[config.mk]
export PLATFORM = sky130hd
export DESIGN_NAME = drc_top
export DESIGN_NICKNAME = d
export VERILOG_FILES = /design/src/pkg/drc_pkg.sv /design/src/pkg/drc_ladder_if.sv /design/src/design/drc_ladder.sv /design/src/design/drc_top.sv
export SDC_FILE = /design/constraint.sdc
export NUM_CORES = 1
export LEC_CHECK = 0
export ABC_AREA = 1
export BUFFER_PORTS_ARGS = -buffer_cell sky130_fd_sc_hd__buf_2
export CAP_MARGIN = 20
export CORE_ASPECT_RATIO = 0.75
export CORE_UTILIZATION = 44
export DETAILED_ROUTE_END_ITERATION = 7
export PLACE_DENSITY = 0.79
export SYNTH_ARGS = -nofsm -noshare
export SYNTH_HDL_FRONTEND = slang
export SYNTH_SLANG_ARGS = --single-unit
[constraint.sdc]
create_clock -name core_clk -period 1.25 [get_ports core_clk]
set_input_delay 0 -clock core_clk [delete_from_list [all_inputs] [get_ports core_clk]]
set_output_delay 0 -clock core_clk [all_outputs]
set_load 0.05 [all_outputs]
[src/pkg/drc_pkg.sv]
// constants, types and decode helpers of the reference converter control block
package drc_pkg;
    // byte address width of the register window
    localparam int ADDR_W = 4;
    // register byte offsets
    localparam logic [ADDR_W-1:0] CTRL_OFFSET = 4'h0;
    localparam logic [ADDR_W-1:0] LEVEL_OFFSET = 4'h4;
    localparam logic [ADDR_W-1:0] STATUS_OFFSET = 4'h8;
    // control field positions
    localparam int CTRL_EN_BIT = 7;
    localparam int CTRL_LPS_BIT = 6;
    localparam int CTRL_OE_BIT = 5;
    localparam int CTRL_PSS_LSB = 2;
    localparam int CTRL_NSS_BIT = 0;
    // writable bits of the control and level registers, the rest read zero
    localparam logic [7:0] CTRL_WRITE_MASK = 8'hed;
    localparam logic [7:0] LEVEL_WRITE_MASK = 8'h1f;
    // reset values
    localparam logic [7:0] CTRL_RESET = 8'h00;
    localparam logic [7:0] LEVEL_RESET = 8'h00;
    // status field positions
    localparam int STAT_TOP_BIT = 0;
    localparam int STAT_BOTTOM_BIT = 1;
    localparam int STAT_PIN_BIT = 2;
    localparam int STAT_ACTIVE_BIT = 3;
    // bus responses
    localparam logic [1:0] RESP_OKAY = 2'h0;
    localparam logic [1:0] RESP_SLVERR = 2'h2;

    // positive source choices
    typedef enum logic [1:0] {
        PSS_SUPPLY = 2'h0,
        PSS_EXT_PIN = 2'h1,
        PSS_FIXED_REF = 2'h2,
        PSS_RESERVED = 2'h3
    } drc_pos_src_t;

    // register selected by an address
    typedef enum logic [1:0] {
        SEL_CTRL = 2'h0,
        SEL_LEVEL = 2'h1,
        SEL_STATUS = 2'h3,
        SEL_NONE = 2'h2
    } drc_reg_sel_t;

    // shared by the write and the read path
    function automatic drc_reg_sel_t drc_decode(input logic [ADDR_W-1:0] addr);
        drc_reg_sel_t sel;
        sel = SEL_NONE;
        if (addr == CTRL_OFFSET) begin
            sel = SEL_CTRL;
        end else if (addr == LEVEL_OFFSET) begin
            sel = SEL_LEVEL;
        end else if (addr == STATUS_OFFSET) begin
            sel = SEL_STATUS;
        end
        return sel;
    endfunction

    // one-hot top source from the select field, reserved gives none
    function automatic logic [2:0] drc_top_onehot(input logic [1:0] pss);
        logic [2:0] oh;
        oh = 3'h0;
        case (drc_pos_src_t'(pss))
            PSS_SUPPLY: oh = 3'h1;
            PSS_EXT_PIN: oh = 3'h2;
            PSS_FIXED_REF: oh = 3'h4;
            default: oh = 3'h0;
        endcase
        return oh;
    endfunction
endpackage

[src/pkg/drc_ladder_if.sv]
// register write strobes and ladder selection between bus side and ladder control
`timescale 1ns/100ps
interface drc_ladder_if #(parameter int LEVEL_W = 5);
    logic wr_ctrl; // one-cycle control write strobe
    logic wr_level; // one-cycle level write strobe
    logic [7:0] wdata; // byte written
    logic [7:0] ctrl_q; // control register
    logic [7:0] level_q; // level register, upper bits zero
    logic [LEVEL_W-1:0] tap; // ladder tap code
    logic active; // converter running
    logic top_connect; // top end of ladder tied to its source
    logic bottom_connect; // bottom end tied to its source
    logic [2:0] top_src; // one-hot supply, pin, fixed reference
    logic bottom_src_ext; // bottom from external pin instead of ground
    logic pin_route; // voltage routed to the output pin
    modport regs(output wr_ctrl, wr_level, wdata, input ctrl_q, level_q, tap, active,
        top_connect, bottom_connect, top_src, bottom_src_ext, pin_route);
    modport ladder(input wr_ctrl, wr_level, wdata, output ctrl_q, level_q, tap, active,
        top_connect, bottom_connect, top_src, bottom_src_ext, pin_route);
endinterface

[src/design/drc_ladder.sv]
// control and level registers with ladder tap and source selection
`timescale 1ns/100ps
module drc_ladder #(
    parameter int LEVEL_W = 5
) (
    input wire logic core_clk,
    input wire logic resetn,
    drc_ladder_if.ladder lif
);
    // the level must fit the byte-wide register
    if (LEVEL_W < 1 || LEVEL_W > 8) begin : g_bad_width
        $error("drc_ladder: LEVEL_W must be 1 to 8");
    end

    // written values, unimplemented bits stripped
    wire logic [7:0] wr_ctrl_val = lif.wdata & drc_pkg::CTRL_WRITE_MASK;
    wire logic [7:0] wr_level_val = lif.wdata & drc_pkg::LEVEL_WRITE_MASK;
    // reset forces the documented values; only bus writes change them otherwise
    wire logic [7:0] next_ctrl = !resetn ? drc_pkg::CTRL_RESET :
        (lif.wr_ctrl ? wr_ctrl_val : lif.ctrl_q);
    wire logic [7:0] next_level = !resetn ? drc_pkg::LEVEL_RESET :
        (lif.wr_level ? wr_level_val : lif.level_q);
    // fields of the next control value
    wire logic next_en = next_ctrl[drc_pkg::CTRL_EN_BIT];
    wire logic next_lps = next_ctrl[drc_pkg::CTRL_LPS_BIT];
    wire logic [1:0] next_pss = next_ctrl[drc_pkg::CTRL_PSS_LSB +: 2];
    // reserved code never names a source
    function automatic logic drc_pos_src_t_ok(input logic [1:0] pss);
        return pss != drc_pkg::PSS_RESERVED;
    endfunction

    // reserved select leaves the top end floating rather than guessing a source
    wire logic next_pss_ok = drc_pos_src_t_ok(next_pss);
    // low-power: when stopped one end stays tied, the top with low-power set, else the bottom; none with low-power and the reserved select
    wire logic next_top = next_pss_ok && (next_en || next_lps);
    wire logic next_bottom = next_en || !next_lps;

    // selection taken from the next value so it moves on the write's own edge
    always_ff @(posedge core_clk) begin
        lif.ctrl_q <= next_ctrl;
        lif.level_q <= next_level;
        lif.tap <= next_level[LEVEL_W-1:0];
        lif.active <= next_en;
        lif.top_connect <= next_top;
        lif.bottom_connect <= next_bottom;
        lif.top_src <= drc_pkg::drc_top_onehot(next_pss);
        lif.bottom_src_ext <= next_ctrl[drc_pkg::CTRL_NSS_BIT];
        lif.pin_route <= next_ctrl[drc_pkg::CTRL_OE_BIT];
    end
endmodule // drc_ladder

[src/design/drc_top.sv]
// reference converter control: bus slave, registers and reference pin takeover
`timescale 1ns/100ps
module drc_top #(
    parameter int LEVEL_W = 5
) (
    input wire logic core_clk,
    input wire logic resetn,
    // write address channel
    input wire logic [drc_pkg::ADDR_W-1:0] s_axi_awaddr,
    input wire logic s_axi_awvalid,
    output logic s_axi_awready,
    // write data channel
    input wire logic [31:0] s_axi_wdata,
    input wire logic [3:0] s_axi_wstrb,
    input wire logic s_axi_wvalid,
    output logic s_axi_wready,
    // write response channel
    output logic [1:0] s_axi_bresp,
    output logic s_axi_bvalid,
    input wire logic s_axi_bready,
    // read address channel
    input wire logic [drc_pkg::ADDR_W-1:0] s_axi_araddr,
    input wire logic s_axi_arvalid,
    output logic s_axi_arready,
    // read data channel
    output logic [31:0] s_axi_rdata,
    output logic [1:0] s_axi_rresp,
    output logic s_axi_rvalid,
    input wire logic s_axi_rready,
    // analog ladder controls
    output logic [LEVEL_W-1:0] ladder_tap,
    output logic ladder_active,
    output logic ladder_top_connect,
    output logic ladder_bottom_connect,
    output logic [2:0] ladder_top_source,
    output logic ladder_bottom_source_ext,
    output logic reference_output_pin_connect,
    // port logic of the shared output pin
    input wire logic port_data,
    input wire logic port_drive,
    input wire logic pin_in,
    output logic pin_out,
    output logic pin_oe_n,
    output logic pin_input_enable,
    output logic port_read
);
    // one bus beat is a register, so the level must fit a byte
    if (LEVEL_W < 1 || LEVEL_W > 8) begin : g_bad_width
        $error("drc_top: LEVEL_W must be 1 to 8");
    end

    // carrier to the ladder control
    drc_ladder_if #(.LEVEL_W(LEVEL_W)) lif ();

    // registers and selection live next to the ladder decode
    drc_ladder #(
        .LEVEL_W(LEVEL_W)
    ) u_ladder (
        .core_clk(core_clk),
        .resetn(resetn),
        .lif(lif)
    );

    // ladder outputs are flops inside the ladder control
    assign ladder_tap = lif.tap;
    assign ladder_active = lif.active;
    assign ladder_top_connect = lif.top_connect;
    assign ladder_bottom_connect = lif.bottom_connect;
    assign ladder_top_source = lif.top_src;
    assign ladder_bottom_source_ext = lif.bottom_src_ext;
    assign reference_output_pin_connect = lif.pin_route;

    // ---------------- write path ----------------
    logic aw_held; // address taken, waiting for data or response
    logic w_held; // data taken, waiting for address or response
    logic [drc_pkg::ADDR_W-1:0] aw_addr_q; // held write address
    logic [7:0] w_byte_q; // held low byte
    logic w_lane_q; // low byte lane enabled

    // handshakes
    wire logic aw_fire = s_axi_awvalid && s_axi_awready;
    wire logic w_fire = s_axi_wvalid && s_axi_wready;
    wire logic b_fire = s_axi_bvalid && s_axi_bready;
    // commit once both halves are held and no response is pending
    wire logic do_write = aw_held && w_held && !s_axi_bvalid;
    wire drc_pkg::drc_reg_sel_t wr_sel = drc_pkg::drc_decode(aw_addr_q);
    // status is read-only: a write there is accepted and dropped
    wire logic wr_mapped = wr_sel != drc_pkg::SEL_NONE;

    // strobes to the register file, byte lane 0 carries the registers
    assign lif.wr_ctrl = do_write && w_lane_q && wr_sel == drc_pkg::SEL_CTRL;
    assign lif.wr_level = do_write && w_lane_q && wr_sel == drc_pkg::SEL_LEVEL;
    assign lif.wdata = w_byte_q;

    // address and data taken in either order, readies drop until the response
    always_ff @(posedge core_clk) begin
        if (!resetn) begin
            s_axi_awready <= 1'b1;
            s_axi_wready <= 1'b1;
            aw_held <= 1'b0;
            w_held <= 1'b0;
            aw_addr_q <= '0;
            w_byte_q <= 8'h00;
            w_lane_q <= 1'b0;
        end else begin
            // capture address
            if (aw_fire) begin
                s_axi_awready <= 1'b0;
                aw_held <= 1'b1;
                aw_addr_q <= s_axi_awaddr;
            end
            // capture data
            if (w_fire) begin
                s_axi_wready <= 1'b0;
                w_held <= 1'b1;
                w_byte_q <= s_axi_wdata[7:0];
                w_lane_q <= s_axi_wstrb[0];
            end
            // halves consumed by the commit
            if (do_write) begin
                aw_held <= 1'b0;
                w_held <= 1'b0;
            end
            // reopen only after the response is taken: one write in flight
            if (b_fire) begin
                s_axi_awready <= 1'b1;
                s_axi_wready <= 1'b1;
            end
        end
    end

    // write response
    always_ff @(posedge core_clk) begin
        if (!resetn) begin
            s_axi_bvalid <= 1'b0;
            s_axi_bresp <= drc_pkg::RESP_OKAY;
        end else if (do_write) begin
            s_axi_bvalid <= 1'b1;
            s_axi_bresp <= wr_mapped ? drc_pkg::RESP_OKAY : drc_pkg::RESP_SLVERR;
        end else if (b_fire) begin
            s_axi_bvalid <= 1'b0;
        end
    end

    // ---------------- read path ----------------
    wire logic ar_fire = s_axi_arvalid && s_axi_arready;
    wire logic r_fire = s_axi_rvalid && s_axi_rready;
    wire drc_pkg::drc_reg_sel_t rd_sel = drc_pkg::drc_decode(s_axi_araddr);
    // status shows the ladder state actually applied
    wire logic [7:0] status_val = {4'h0, lif.active, lif.pin_route, lif.bottom_connect,
        lif.top_connect};
    // read mux, unimplemented bits already zero in the registers
    wire logic [7:0] rd_byte = (rd_sel == drc_pkg::SEL_CTRL) ? lif.ctrl_q :
        (rd_sel == drc_pkg::SEL_LEVEL) ? lif.level_q :
        (rd_sel == drc_pkg::SEL_STATUS) ? status_val : 8'h00;

    // one read in flight, data sampled on the address edge
    always_ff @(posedge core_clk) begin
        if (!resetn) begin
            s_axi_arready <= 1'b1;
            s_axi_rvalid <= 1'b0;
            s_axi_rdata <= 32'h0000_0000;
            s_axi_rresp <= drc_pkg::RESP_OKAY;
        end else if (ar_fire) begin
            s_axi_arready <= 1'b0;
            s_axi_rvalid <= 1'b1;
            s_axi_rdata <= {24'h00_0000, rd_byte};
            s_axi_rresp <= (rd_sel == drc_pkg::SEL_NONE) ? drc_pkg::RESP_SLVERR :
                drc_pkg::RESP_OKAY;
        end else if (r_fire) begin
            s_axi_arready <= 1'b1;
            s_axi_rvalid <= 1'b0;
        end
    end

    // ---------------- pin takeover ----------------
    // routed pin: digital driver off, input detector off, port bit reads zero
    wire logic next_pin_oe_n = lif.pin_route || !port_drive;
    wire logic next_pin_out = !lif.pin_route && port_data;
    wire logic next_port_read = !lif.pin_route && pin_in;

    // one cycle behind the control bit; port settings cannot override it
    always_ff @(posedge core_clk) begin
        if (!resetn) begin
            pin_oe_n <= 1'b1;
            pin_out <= 1'b0;
            pin_input_enable <= 1'b1;
            port_read <= 1'b0;
        end else begin
            pin_oe_n <= next_pin_oe_n;
            pin_out <= next_pin_out;
            pin_input_enable <= !lif.pin_route;
            port_read <= next_port_read;
        end
    end
endmodule // drc_top

* After elaboration in Yosys (flattened, before gate mapping) *
Cells that the tools add are included.

storage, ports and cells
  register bits = 55
  input port bits = 54
  output and inout port bits = 58

cells by class
  equality and inequality tests = 12
  multiplexer cells = 21
  bitwise logic cells = 1
  reductions and logical operators = 29

operator list
  operator                                                          number
  8-bit 2-to-1 mux                                                  3
  1-bit logical AND                                                 13
  2-bit 2-to-1 mux                                                  6
  5-bit 2-to-1 mux                                                  2
  3-bit case mux with 3 select lines                                1
  4-bit by 3-bit == test with 1-bit output (second input constant)  2
  4-bit == test (second input constant)                             2
  4-bit zero test                                                   2
  1-bit 2-to-1 mux                                                  8
  2-bit by 1-bit == test with 1-bit output (second input constant)  3
  2-bit == test (second input constant)                             3
  2-bit zero test                                                   3
  1-bit zero test                                                   4
  4-bit 2-to-1 mux                                                  1
  2-bit inequality test (second input constant)                     2
  2-bit nonzero test                                                2
  2-bit OR reduction                                                2
  1-bit logical OR                                                  3
  1-bit NOT                                                         1

* Logic depth before layout (Yosys ltp) *
Gate-level depths: netlist (run 1).

  depth after elaboration = 10
  gate-level depth with buffers = 9
  gate-level depth less buffers = 9

* Hierarchy *
A second synthesis (run 1) with hierarchy kept.

unflattened totals
  cells, all modules = 312
  area, all modules = 2294.7 um2

by module, submodules not included
  module      times used  cells each  area each (um2)  sequential area each (um2)
  drc_top     1           227         1611.5           680.7
  drc_ladder  1           85          683.2            320.3

* Worst setup path after synthesis (run 1) *
OpenSTA, ideal clock, no wires.

  path type = register to register
  start = register s_axi_arready
  end = register s_axi_rdata[4]
  setup time = 70 ps
  arrival = 1404 ps
  slack = -224 ps
  stages on the path, launching flop included = 6
  path buffers = 1
  period minus slack after synthesis = 1474 ps
  path through = dfxtp_1 -> nand2_1 -> inv_1 -> buf_2 -> nand4_1 -> a21oi_1

between the ends
  cells in the longest elaborated chain, start to end = 1

ends and longest elaborated chain
  what                    RTL line        text
  start, declared         drc_top.sv:24   output logic s_axi_arready,
  start signal, assigned  drc_top.sv:160  s_axi_arready <= 1'b1;
  start signal, assigned  drc_top.sv:165  s_axi_arready <= 1'b0;
  start signal, assigned  drc_top.sv:171  s_axi_arready <= 1'b1;
  1-bit logical AND       drc_top.sv:146  wire logic ar_fire = s_axi_arvalid && s_axi_arready;
  end signal, assigned    drc_top.sv:167  s_axi_rdata <= {24'h00_0000, rd_byte};
  end, declared           drc_top.sv:26   output logic [31:0] s_axi_rdata,

Every way passes these cells.
A chain may end at the register's enable or synchronous reset.

* Worst setup path after layout (run 1) *
  start = register aw_addr_q[3] in the netlist's numbering
  end = register u_ladder.lif.top_connect

between the ends
  cells in the longest elaborated chain, start to end = 10

ends and longest elaborated chain
  what                                                              RTL line                            text
  start, declared                                                   drc_top.sv:76                       logic [drc_pkg::ADDR_W-1:0] aw_addr_q;
  start signal, assigned                                            drc_top.sv:110                      aw_addr_q <= s_axi_awaddr;
  4-bit == test                                                     drc_pkg.sv:54                       end else if (addr == STATUS_OFFSET) begin
  1-bit 2-to-1 mux                                                  drc_pkg.sv:54
  2-bit 2-to-1 mux                                                  drc_pkg.sv:52                       end else if (addr == LEVEL_OFFSET) begin
  2-bit 2-to-1 mux *                                                drc_pkg.sv:50                       if (addr == CTRL_OFFSET) begin
  2-bit zero test *                                                 drc_top.sv:91                       assign lif.wr_ctrl = do_write && w_lane_q && wr_sel == drc_pkg::SEL_CTRL;
  1-bit logical AND *                                               drc_top.sv:91
  8-bit 2-to-1 mux *                                                drc_ladder.sv:20                    (lif.wr_ctrl ? wr_ctrl_val : lif.ctrl_q);
  8-bit 2-to-1 mux *                                                drc_ladder.sv:19                    wire logic [7:0] next_ctrl = !resetn ? drc_pkg::CTRL_RESET :
  2-bit inequality test / 1-bit logical OR (equally long branches)  drc_ladder.sv:29, drc_ladder.sv:35
  1-bit logical AND *                                               drc_ladder.sv:35                    wire logic next_top = next_pss_ok && (next_en || next_lps);
  named net u_ladder.next_top                                       drc_ladder.sv:35
  end signal, assigned                                              drc_ladder.sv:44                    lif.top_connect <= next_top;
  end, declared                                                     drc_ladder_if.sv:19                 top_connect, bottom_connect, top_src, bottom_src_ext, pin_route);

Mark *: on every way through the listed nets, which the timed path passes. The rest lies on a longest branch.

==> results of run 1 <==
[metal layers]
layer	global-route usage	wire length [µm]	up-vias
met5	0	0	-
met4	0.0777	19	0
met3	0.0511	241	3
met2	0.308	2140	60
met1	0.231	2130	815
li1	-	-	967
[worst max-delay path: stages, from the launching register on]
cell and delay (ps):
dfxtp_2 360, nor2_1 130, nand2_2 120, o21ai_1 170
nand3_2 150, nor2_4 140, nor2_2 40
[power breakdown]
part / internal, W / switching (W)
Clock: 0.000599 / 0.000512
Combinational: 0.000178 / 0.000524
Sequential: 0.00168 / 0.0000509
[final cells by class]
| type | count | share of cell area |
|---|---|---|
| flip-flops and latches | 50 | 0.369 |
| multi-input cells | 178 | 0.330 |
| repair buffers | 83 | 0.193 |
| inverters | 31 | 0.0434 |
| clock buffers | 7 | 0.0279 |
| well taps | 57 | 0.0261 |
| clock inverters | 1 | 0.0110 |
[path summary, 6_finish.rpt]
path	to	startpoint	slack [ps]
setup / recovery	u_ladder.lif.top_connect$_DFF_P_	aw_addr_q[3]$_SDFFE_PN0P_	50
hold / removal	s_axi_rresp[1]$_SDFFE_PN0P_	s_axi_araddr[2]	20
setup reg to reg	u_ladder.lif.top_connect$_DFF_P_	aw_addr_q[3]$_SDFFE_PN0P_	50
hold reg to reg	lif.wdata[7]$_SDFFE_PN0P_	lif.wdata[7]$_SDFFE_PN0P_	460
[stage by stage]
step           total power (W)  cell area [µm²]   util  setup slack (ps)
3_3_place_gp           0.00239             2390  0.528              42.2
6_report               0.00354             2740  0.605              54.2
5_1_grt                0.00371             2740  0.605             -42.9
2_1_floorplan          0.00232             2200      -             -23.5
4_1_cts                0.00355             2700  0.596              1.40
3_5_place_dp           0.00240             2390  0.528             -13.8
[registers in the layout, summed over array words and instances (netlist names)]
name and cells:
aw_addr_q 4, aw_held 1, lif.wdata 8, pin_input_enable 1, pin_oe_n 1, pin_out 1
port_read 1, s_axi_arready 1, s_axi_awready 1, s_axi_bresp 1, s_axi_bvalid 1, s_axi_rdata 8
s_axi_rresp 1, s_axi_rvalid 1, s_axi_wready 1, u_ladder.lif.bottom_connect 1, u_ladder.lif.ctrl_q 6, u_ladder.lif.tap 5
u_ladder.lif.top_connect 1, u_ladder.lif.top_src 3, w_held 1, w_lane_q 1
[Yosys cell counts]
cell type  instances
nand3_1            9
nor2_2             2
clkbuf_1           3
a21boi_0           1
nand2_2            3
nor2_1            25
buf_4             26
nor2_8             1
nand2_1           42
a21oi_1           26
buf_2              2
a31oi_1            3
o21bai_1           1
nand4_1            3
nand2_4            1
nor3_2             2
nand3_4            2
inv_1             26
o21ai_0           28
nand3_2            3
conb_1             1
dfxtp_1           50
inv_2              5
[logic make-up after synthesis]
logic type             share of synthesized area
AND/OR/NAND/NOR                            0.220
buffers and inverters                      0.158
AO/OA/AOI/OAI                              0.144
flip-flops                                 0.476
other                                    0.00178
[repair_timing]
action / CTS / global route
gates cloned: 0 / 0
resized for setup: 2 / 13
pin swaps: 0 / 2
hold endpoints to repair: 20 / 0
hold buffers: 20 / 0
setup endpoints to repair: 1 / 13
==> results.tsv, run 1 <==
metric	value	unit
Hold WC Path Type	primary input to flip-flop	
final period utilization	0.957	
Worst-Skew Late Latency	300	ps
Register Area	1010	µm²
per-cell routed wire length	11.1	µm
DRT iter0 DRCs	55	
initial antenna violation count	0	
CTS tree	built	
Die Footprint	5070	µm²
FF+latch count, synth	50	
crit-path max FO	4	
H-tree depth	2	
share of cells above drive strength 1	0.291	
Crit Path Category	flip-flop to flip-flop	
# IOs	112	
Die X-Extent	81.9	µm
clock root cell	clkbuf_8	
Num CTS Buffers	5	
minimum clock period	1200	ps
Yosys top cell area share	0.476	
drt first pass iters	4	
WHS	21.5	ps
# diodes	0	
GRT Util Overall	0.186	
GPL Wtd Cong	0.766	
Worst Path Arrival	1400	ps
Power per Cell Area	1300	nW/µm²
placed cells	379	
ranking of synthesized cells by area	dfxtp_1 48%, buf_4 9.3%, nand2_1 7.5%	
postcts setup bufs	0	
commonest non-fill, non-tap cell in the layout	buf_2	
DR vias/cell	4.53	
VDD IR-drop max	0.792	mV
Detail Route Antenna Nets	0	
CP Capture Type	flip-flop	
f_max	836	MHz
Post-DP HPWL	3110	µm
grt total ovfl	0	
Crit path required time	1460	ps
Core Box Area	4520	µm²
max_cap viols	0	
CP Launch Type	flip-flop	
commonest non-fill, non-tap cells in the layout	58 x buf_2, 43 x dfxtp_1, 39 x nand2_1, 27 x o21ai_0	
Std-Cell Rows	21	
total negative slack	0	ps
vias in the first global route	1606	
Hold Path Stages	3	
Mapped Area	2100	µm²
DRC viols	0	
DIE HEIGHT	61.9	µm
vias	1845	
Multi-input gate area	902	µm²
outcome	finished, final reports clean	
Cell variety after synth	23	
final-report max-slew violation count	0	
fin cells	407	
# nets final	403	
synthesized area per cell	7.94	µm²
sequential fraction of the synthesis area	0.476	
clock buffer depth	2	
Initial Utilization	0.466	
synthesized instance count	265	
first-pass GRT wire length	6960	µm
Synth area leader	dfxtp_1	
drt total wl	4530	µm
fillcell total	409	
Final Setup Violations	0	
Area Overhead vs Synth	30.0	%
Setup Skew	8.86	ps
buffers added on ports	58	
clock edge transition at the registers on the reported setup and hold paths	90	ps
final hold violation count	0	
largest net degree at the start of global routing	18	
CTS sink cnt	50	
RSZ-0062 raised after global routing	true	
R2R cell count	6	
Leak Pwr	1.32	nW
Yosys Warn Count	0	
Note: power is estimated with default switching activity, not from simulation.
==> run 2: changes to the inputs <==
CORE_MARGIN = 4   (was unset)
CORE_UTILIZATION = 46   (was 44)
PLACE_DENSITY = 0.8   (was 0.79)
SYNTH_HIERARCHICAL = 1   (was unset)
==> results.tsv, run 2 <==
metric	value	unit	change
outcome	finished, violations left		
failing checks	negative setup slack		
commonest non-fill, non-tap cells in the layout	58 x buf_2, 48 x nand2_1, 46 x nor2_1, 44 x dfxtp_1, 31 x conb_1		
Num CTS Buffers	5		unchanged
sequential fraction of the synthesis area	0.436		-0.0394
GPL Wtd Cong	0.855		+12%
R2R cell count	9		+3
Overall Power	0.00359	W	+1.3%
synthesized instance count	312		+18%
GRT Util Overall	0.171		-0.0154
Hold Path Sink	s_axi_rresp[1]$_SDFFE_PN0P_		
VDD IR-drop max	0.858	mV	+8.2%
vias	2026		+9.8%
Initial Utilization	0.496		+0.0305
M3 GR Usage	0.0393		-0.0118
Reg-to-Reg Start	aw_addr_q[1]$_SDFFE_PN0P_		
RSZ-0062 raised after global routing	true		
FF+latch count, synth	50		unchanged
fillcell total	410		+0.24%
# nets final	447		+11%
post-synthesis mux area share	0		unchanged
Top FF cell, synth	dfxtp_1		
minimum clock period	1380	ps	+180 ps
setup ws final	-126	ps	-180 ps
grt peak-use layer	met2		
Leak Pwr	1.53	nW	+16%
Cell variety after synth	23		unchanged
Core Box Area	4620	µm²	+2.3%
drt total wl	5310	µm	+17%
R2R Path End	u_ladder/lif.top_connect$_DFF_P_		
vias in the first global route	1862		+16%
final hold violation count	0		unchanged
# IOs	112		unchanged
CTS sink cnt	50		unchanged
met1 Resource Use GR	0.216		-0.0148
reg2reg setup slack	-130	ps	-180 ps
clock buffer depth	2		unchanged
final period utilization	1.10		+0.144
H-tree depth	2		unchanged
Die Footprint	6190	µm²	+22%
post-synthesis adder-cell area fraction	0		unchanged
DRC viols	0		unchanged
area share of xor/xnor cells in the synthesized design	0		unchanged
CTS tree	built		
per-cell routed wire length	11.8	µm	+5.8%
grt total ovfl	0		unchanged
share of cells above drive strength 1	0.302		+0.0106
share of flip-flops with an asynchronous set or reset	0		unchanged
Synth top cells by count	50 x dfxtp_1, 50 x nand2_1, 50 x nor2_1, 40 x buf_4, 32 x inv_1		
DIE HEIGHT	69.2	µm	+12%
Crit Path Category	flip-flop to flip-flop		
# diodes	0		unchanged
f_max	727	MHz	-13%
main combinational cell family by area after synthesis	simple AND/OR/NAND/NOR gates		
Worst Path Arrival	1630	ps	+230 ps
final-report max-slew violation count	0		unchanged
Detail Route Antenna Nets	0		unchanged
met2 global-route usage	0.278		-0.0305
Area Overhead vs Synth	27.7	%	
crit-path max FO	6		+2
Crit path required time	1500	ps	+40 ps
CP Launch Type	flip-flop		
first-pass GRT wire length	8340	µm	+20%
Final Setup Violations	16		+16
DRT iter0 DRCs	88		+60%
WHS	12.9	ps	-8.68 ps
largest net degree at the start of global routing	33		+15
CP Capture Type	flip-flop		
Post-Synth Simple-Gate Area	0.273		+0.0527
Yosys Warn Count	6		+6
Setup Skew	9.53	ps	+0.663 ps
Post-DP HPWL	3790	µm	+22%
Power per Cell Area	1220	nW/µm²	-5.4%
final core area utilization	0.634		+0.0282
Post-synth EDFFs	0		unchanged
Hold Path Stages	3		unchanged
Hold Path Origin	s_axi_araddr[2]		
drt first pass iters	4		unchanged
commonest non-fill, non-tap cell in the layout	buf_2		
clock root cell	clkbuf_8		
Mapped Area	2290	µm²	+9.0%
Yosys top cell area share	0.436		-0.0394
ranking of synthesized cells by area	dfxtp_1 44%, buf_4 13%, nand2_1 8.2%		
clock edge transition at the registers on the reported setup and hold paths	90	ps	about the same
DR vias/cell	4.49		-0.90%
Die X-Extent	89.6	µm	+9.4%
initial antenna violation count	0		unchanged
max_cap viols	0		unchanged
Synth area leader	dfxtp_1		
Std-Cell Rows	21		unchanged
synthesized area per cell	7.35	µm²	-7.4%
Compound-Gate Fraction of Synth Area	0.0802		-0.0643
Worst-Skew Late Latency	310	ps	about the same
buffers added on ports	58		unchanged
Hold WC Path Type	primary input to flip-flop		
-- run 2: cell count changes after synthesis, sizes merged, moves of 3 or more --
cell and change:
nor2 +27, a21oi -16, buf +14, nand2 +12
nand3 +9, inv +6, o21ai -4, nand4 -3
-- run 2: worst max-delay path by stage --
stage                                    startpoint                                   to  slack, ps  cells past startpoint
after floorplan           aw_addr_q[0]$_SDFFE_PN0P_     u_ladder/lif.top_connect$_DFF_P_        -10                      8
after global placement    aw_addr_q[0]$_SDFFE_PN0P_     u_ladder/lif.top_connect$_DFF_P_        -50                      8
after detailed placement  aw_addr_q[0]$_SDFFE_PN0P_  u_ladder/lif.bottom_connect$_DFF_P_       -130                      8
after CTS                 aw_addr_q[1]$_SDFFE_PN0P_   u_ladder/lif.top_src[2]$_SDFF_PN0_        -60                      9
after global routing      aw_addr_q[1]$_SDFFE_PN0P_     u_ladder/lif.top_connect$_DFF_P_       -250                      8
final                     aw_addr_q[1]$_SDFFE_PN0P_     u_ladder/lif.top_connect$_DFF_P_       -130                      9
-- run 2: worst max-delay path, stage by stage (launching register included) --
cell     delay, ps
dfxtp_2        350
nor2_4         110
nand3_2         90
nor3_4         310
inv_2          130
nand2_1         90
nand3_2         90
nand2_2         70
nand2_1         40
inv_1           50
-- run 2: cell families (layout without fill, tap and decap cells) --
logic type | Yosys count | count (layout)
AOI/OAI and AO/OA | 36 | 36
buffers and inverters | 83 | 136
DFF | 50 | 50
other | 2 | 31
and+or+nand+nor | 141 | 141
-- run 2: layout make-up --
cell class	instances	area (µm²)	area share
well taps	57	71.3	0.0243
flip-flops and latches	50	1010	0.345
repair buffers	90	596	0.203
multi-input cells	208	1000	0.342
clock inverters	1	30.0	0.0102
clock buffers	7	76.3	0.0260
inverters	38	143	0.0487
-- run 2: stage by stage --
stage	setup TNS, ps	cells	area (µm²)	worst slack, ps
floorplan	-12.4	341	2430	-12.4
detailed placement	-917	421	2550	-131
global placement	-241	421	2550	-54.9
CTS	-343	448	2860	-58.4
finish	-1310	451	2930	-126
global route	-2830	451	2930	-251
-- run 2: what timing repair did --
action / in CTS / in global routing
pin swaps: 5 / 5
endpoints found under the setup margin: 11 / 16
cloned: 0 / 0
setup buffers: 1 / 3
resized for setup: 6 / 14
hold buffers: 18 / 0
endpoints found under the hold margin: 19 / 0
-- run 2: routing by layer --
layer	share of wire	wire [µm]
met3	0.071	379
met5	0	0
met2	0.49	2580
met1	0.43	2260
met4	0.017	91
-- run 2: power by group --
| part | switching (W) | total [W] | internal (W) |
|---|---|---|---|
| Combinational | 0.000525 | 0.000739 | 0.000213 |
| Sequential | 0.0000546 | 0.00173 | 0.00167 |
| Clock | 0.000522 | 0.00112 | 0.000599 |
| Total | 0.00110 | 0.00359 | 0.00249 |
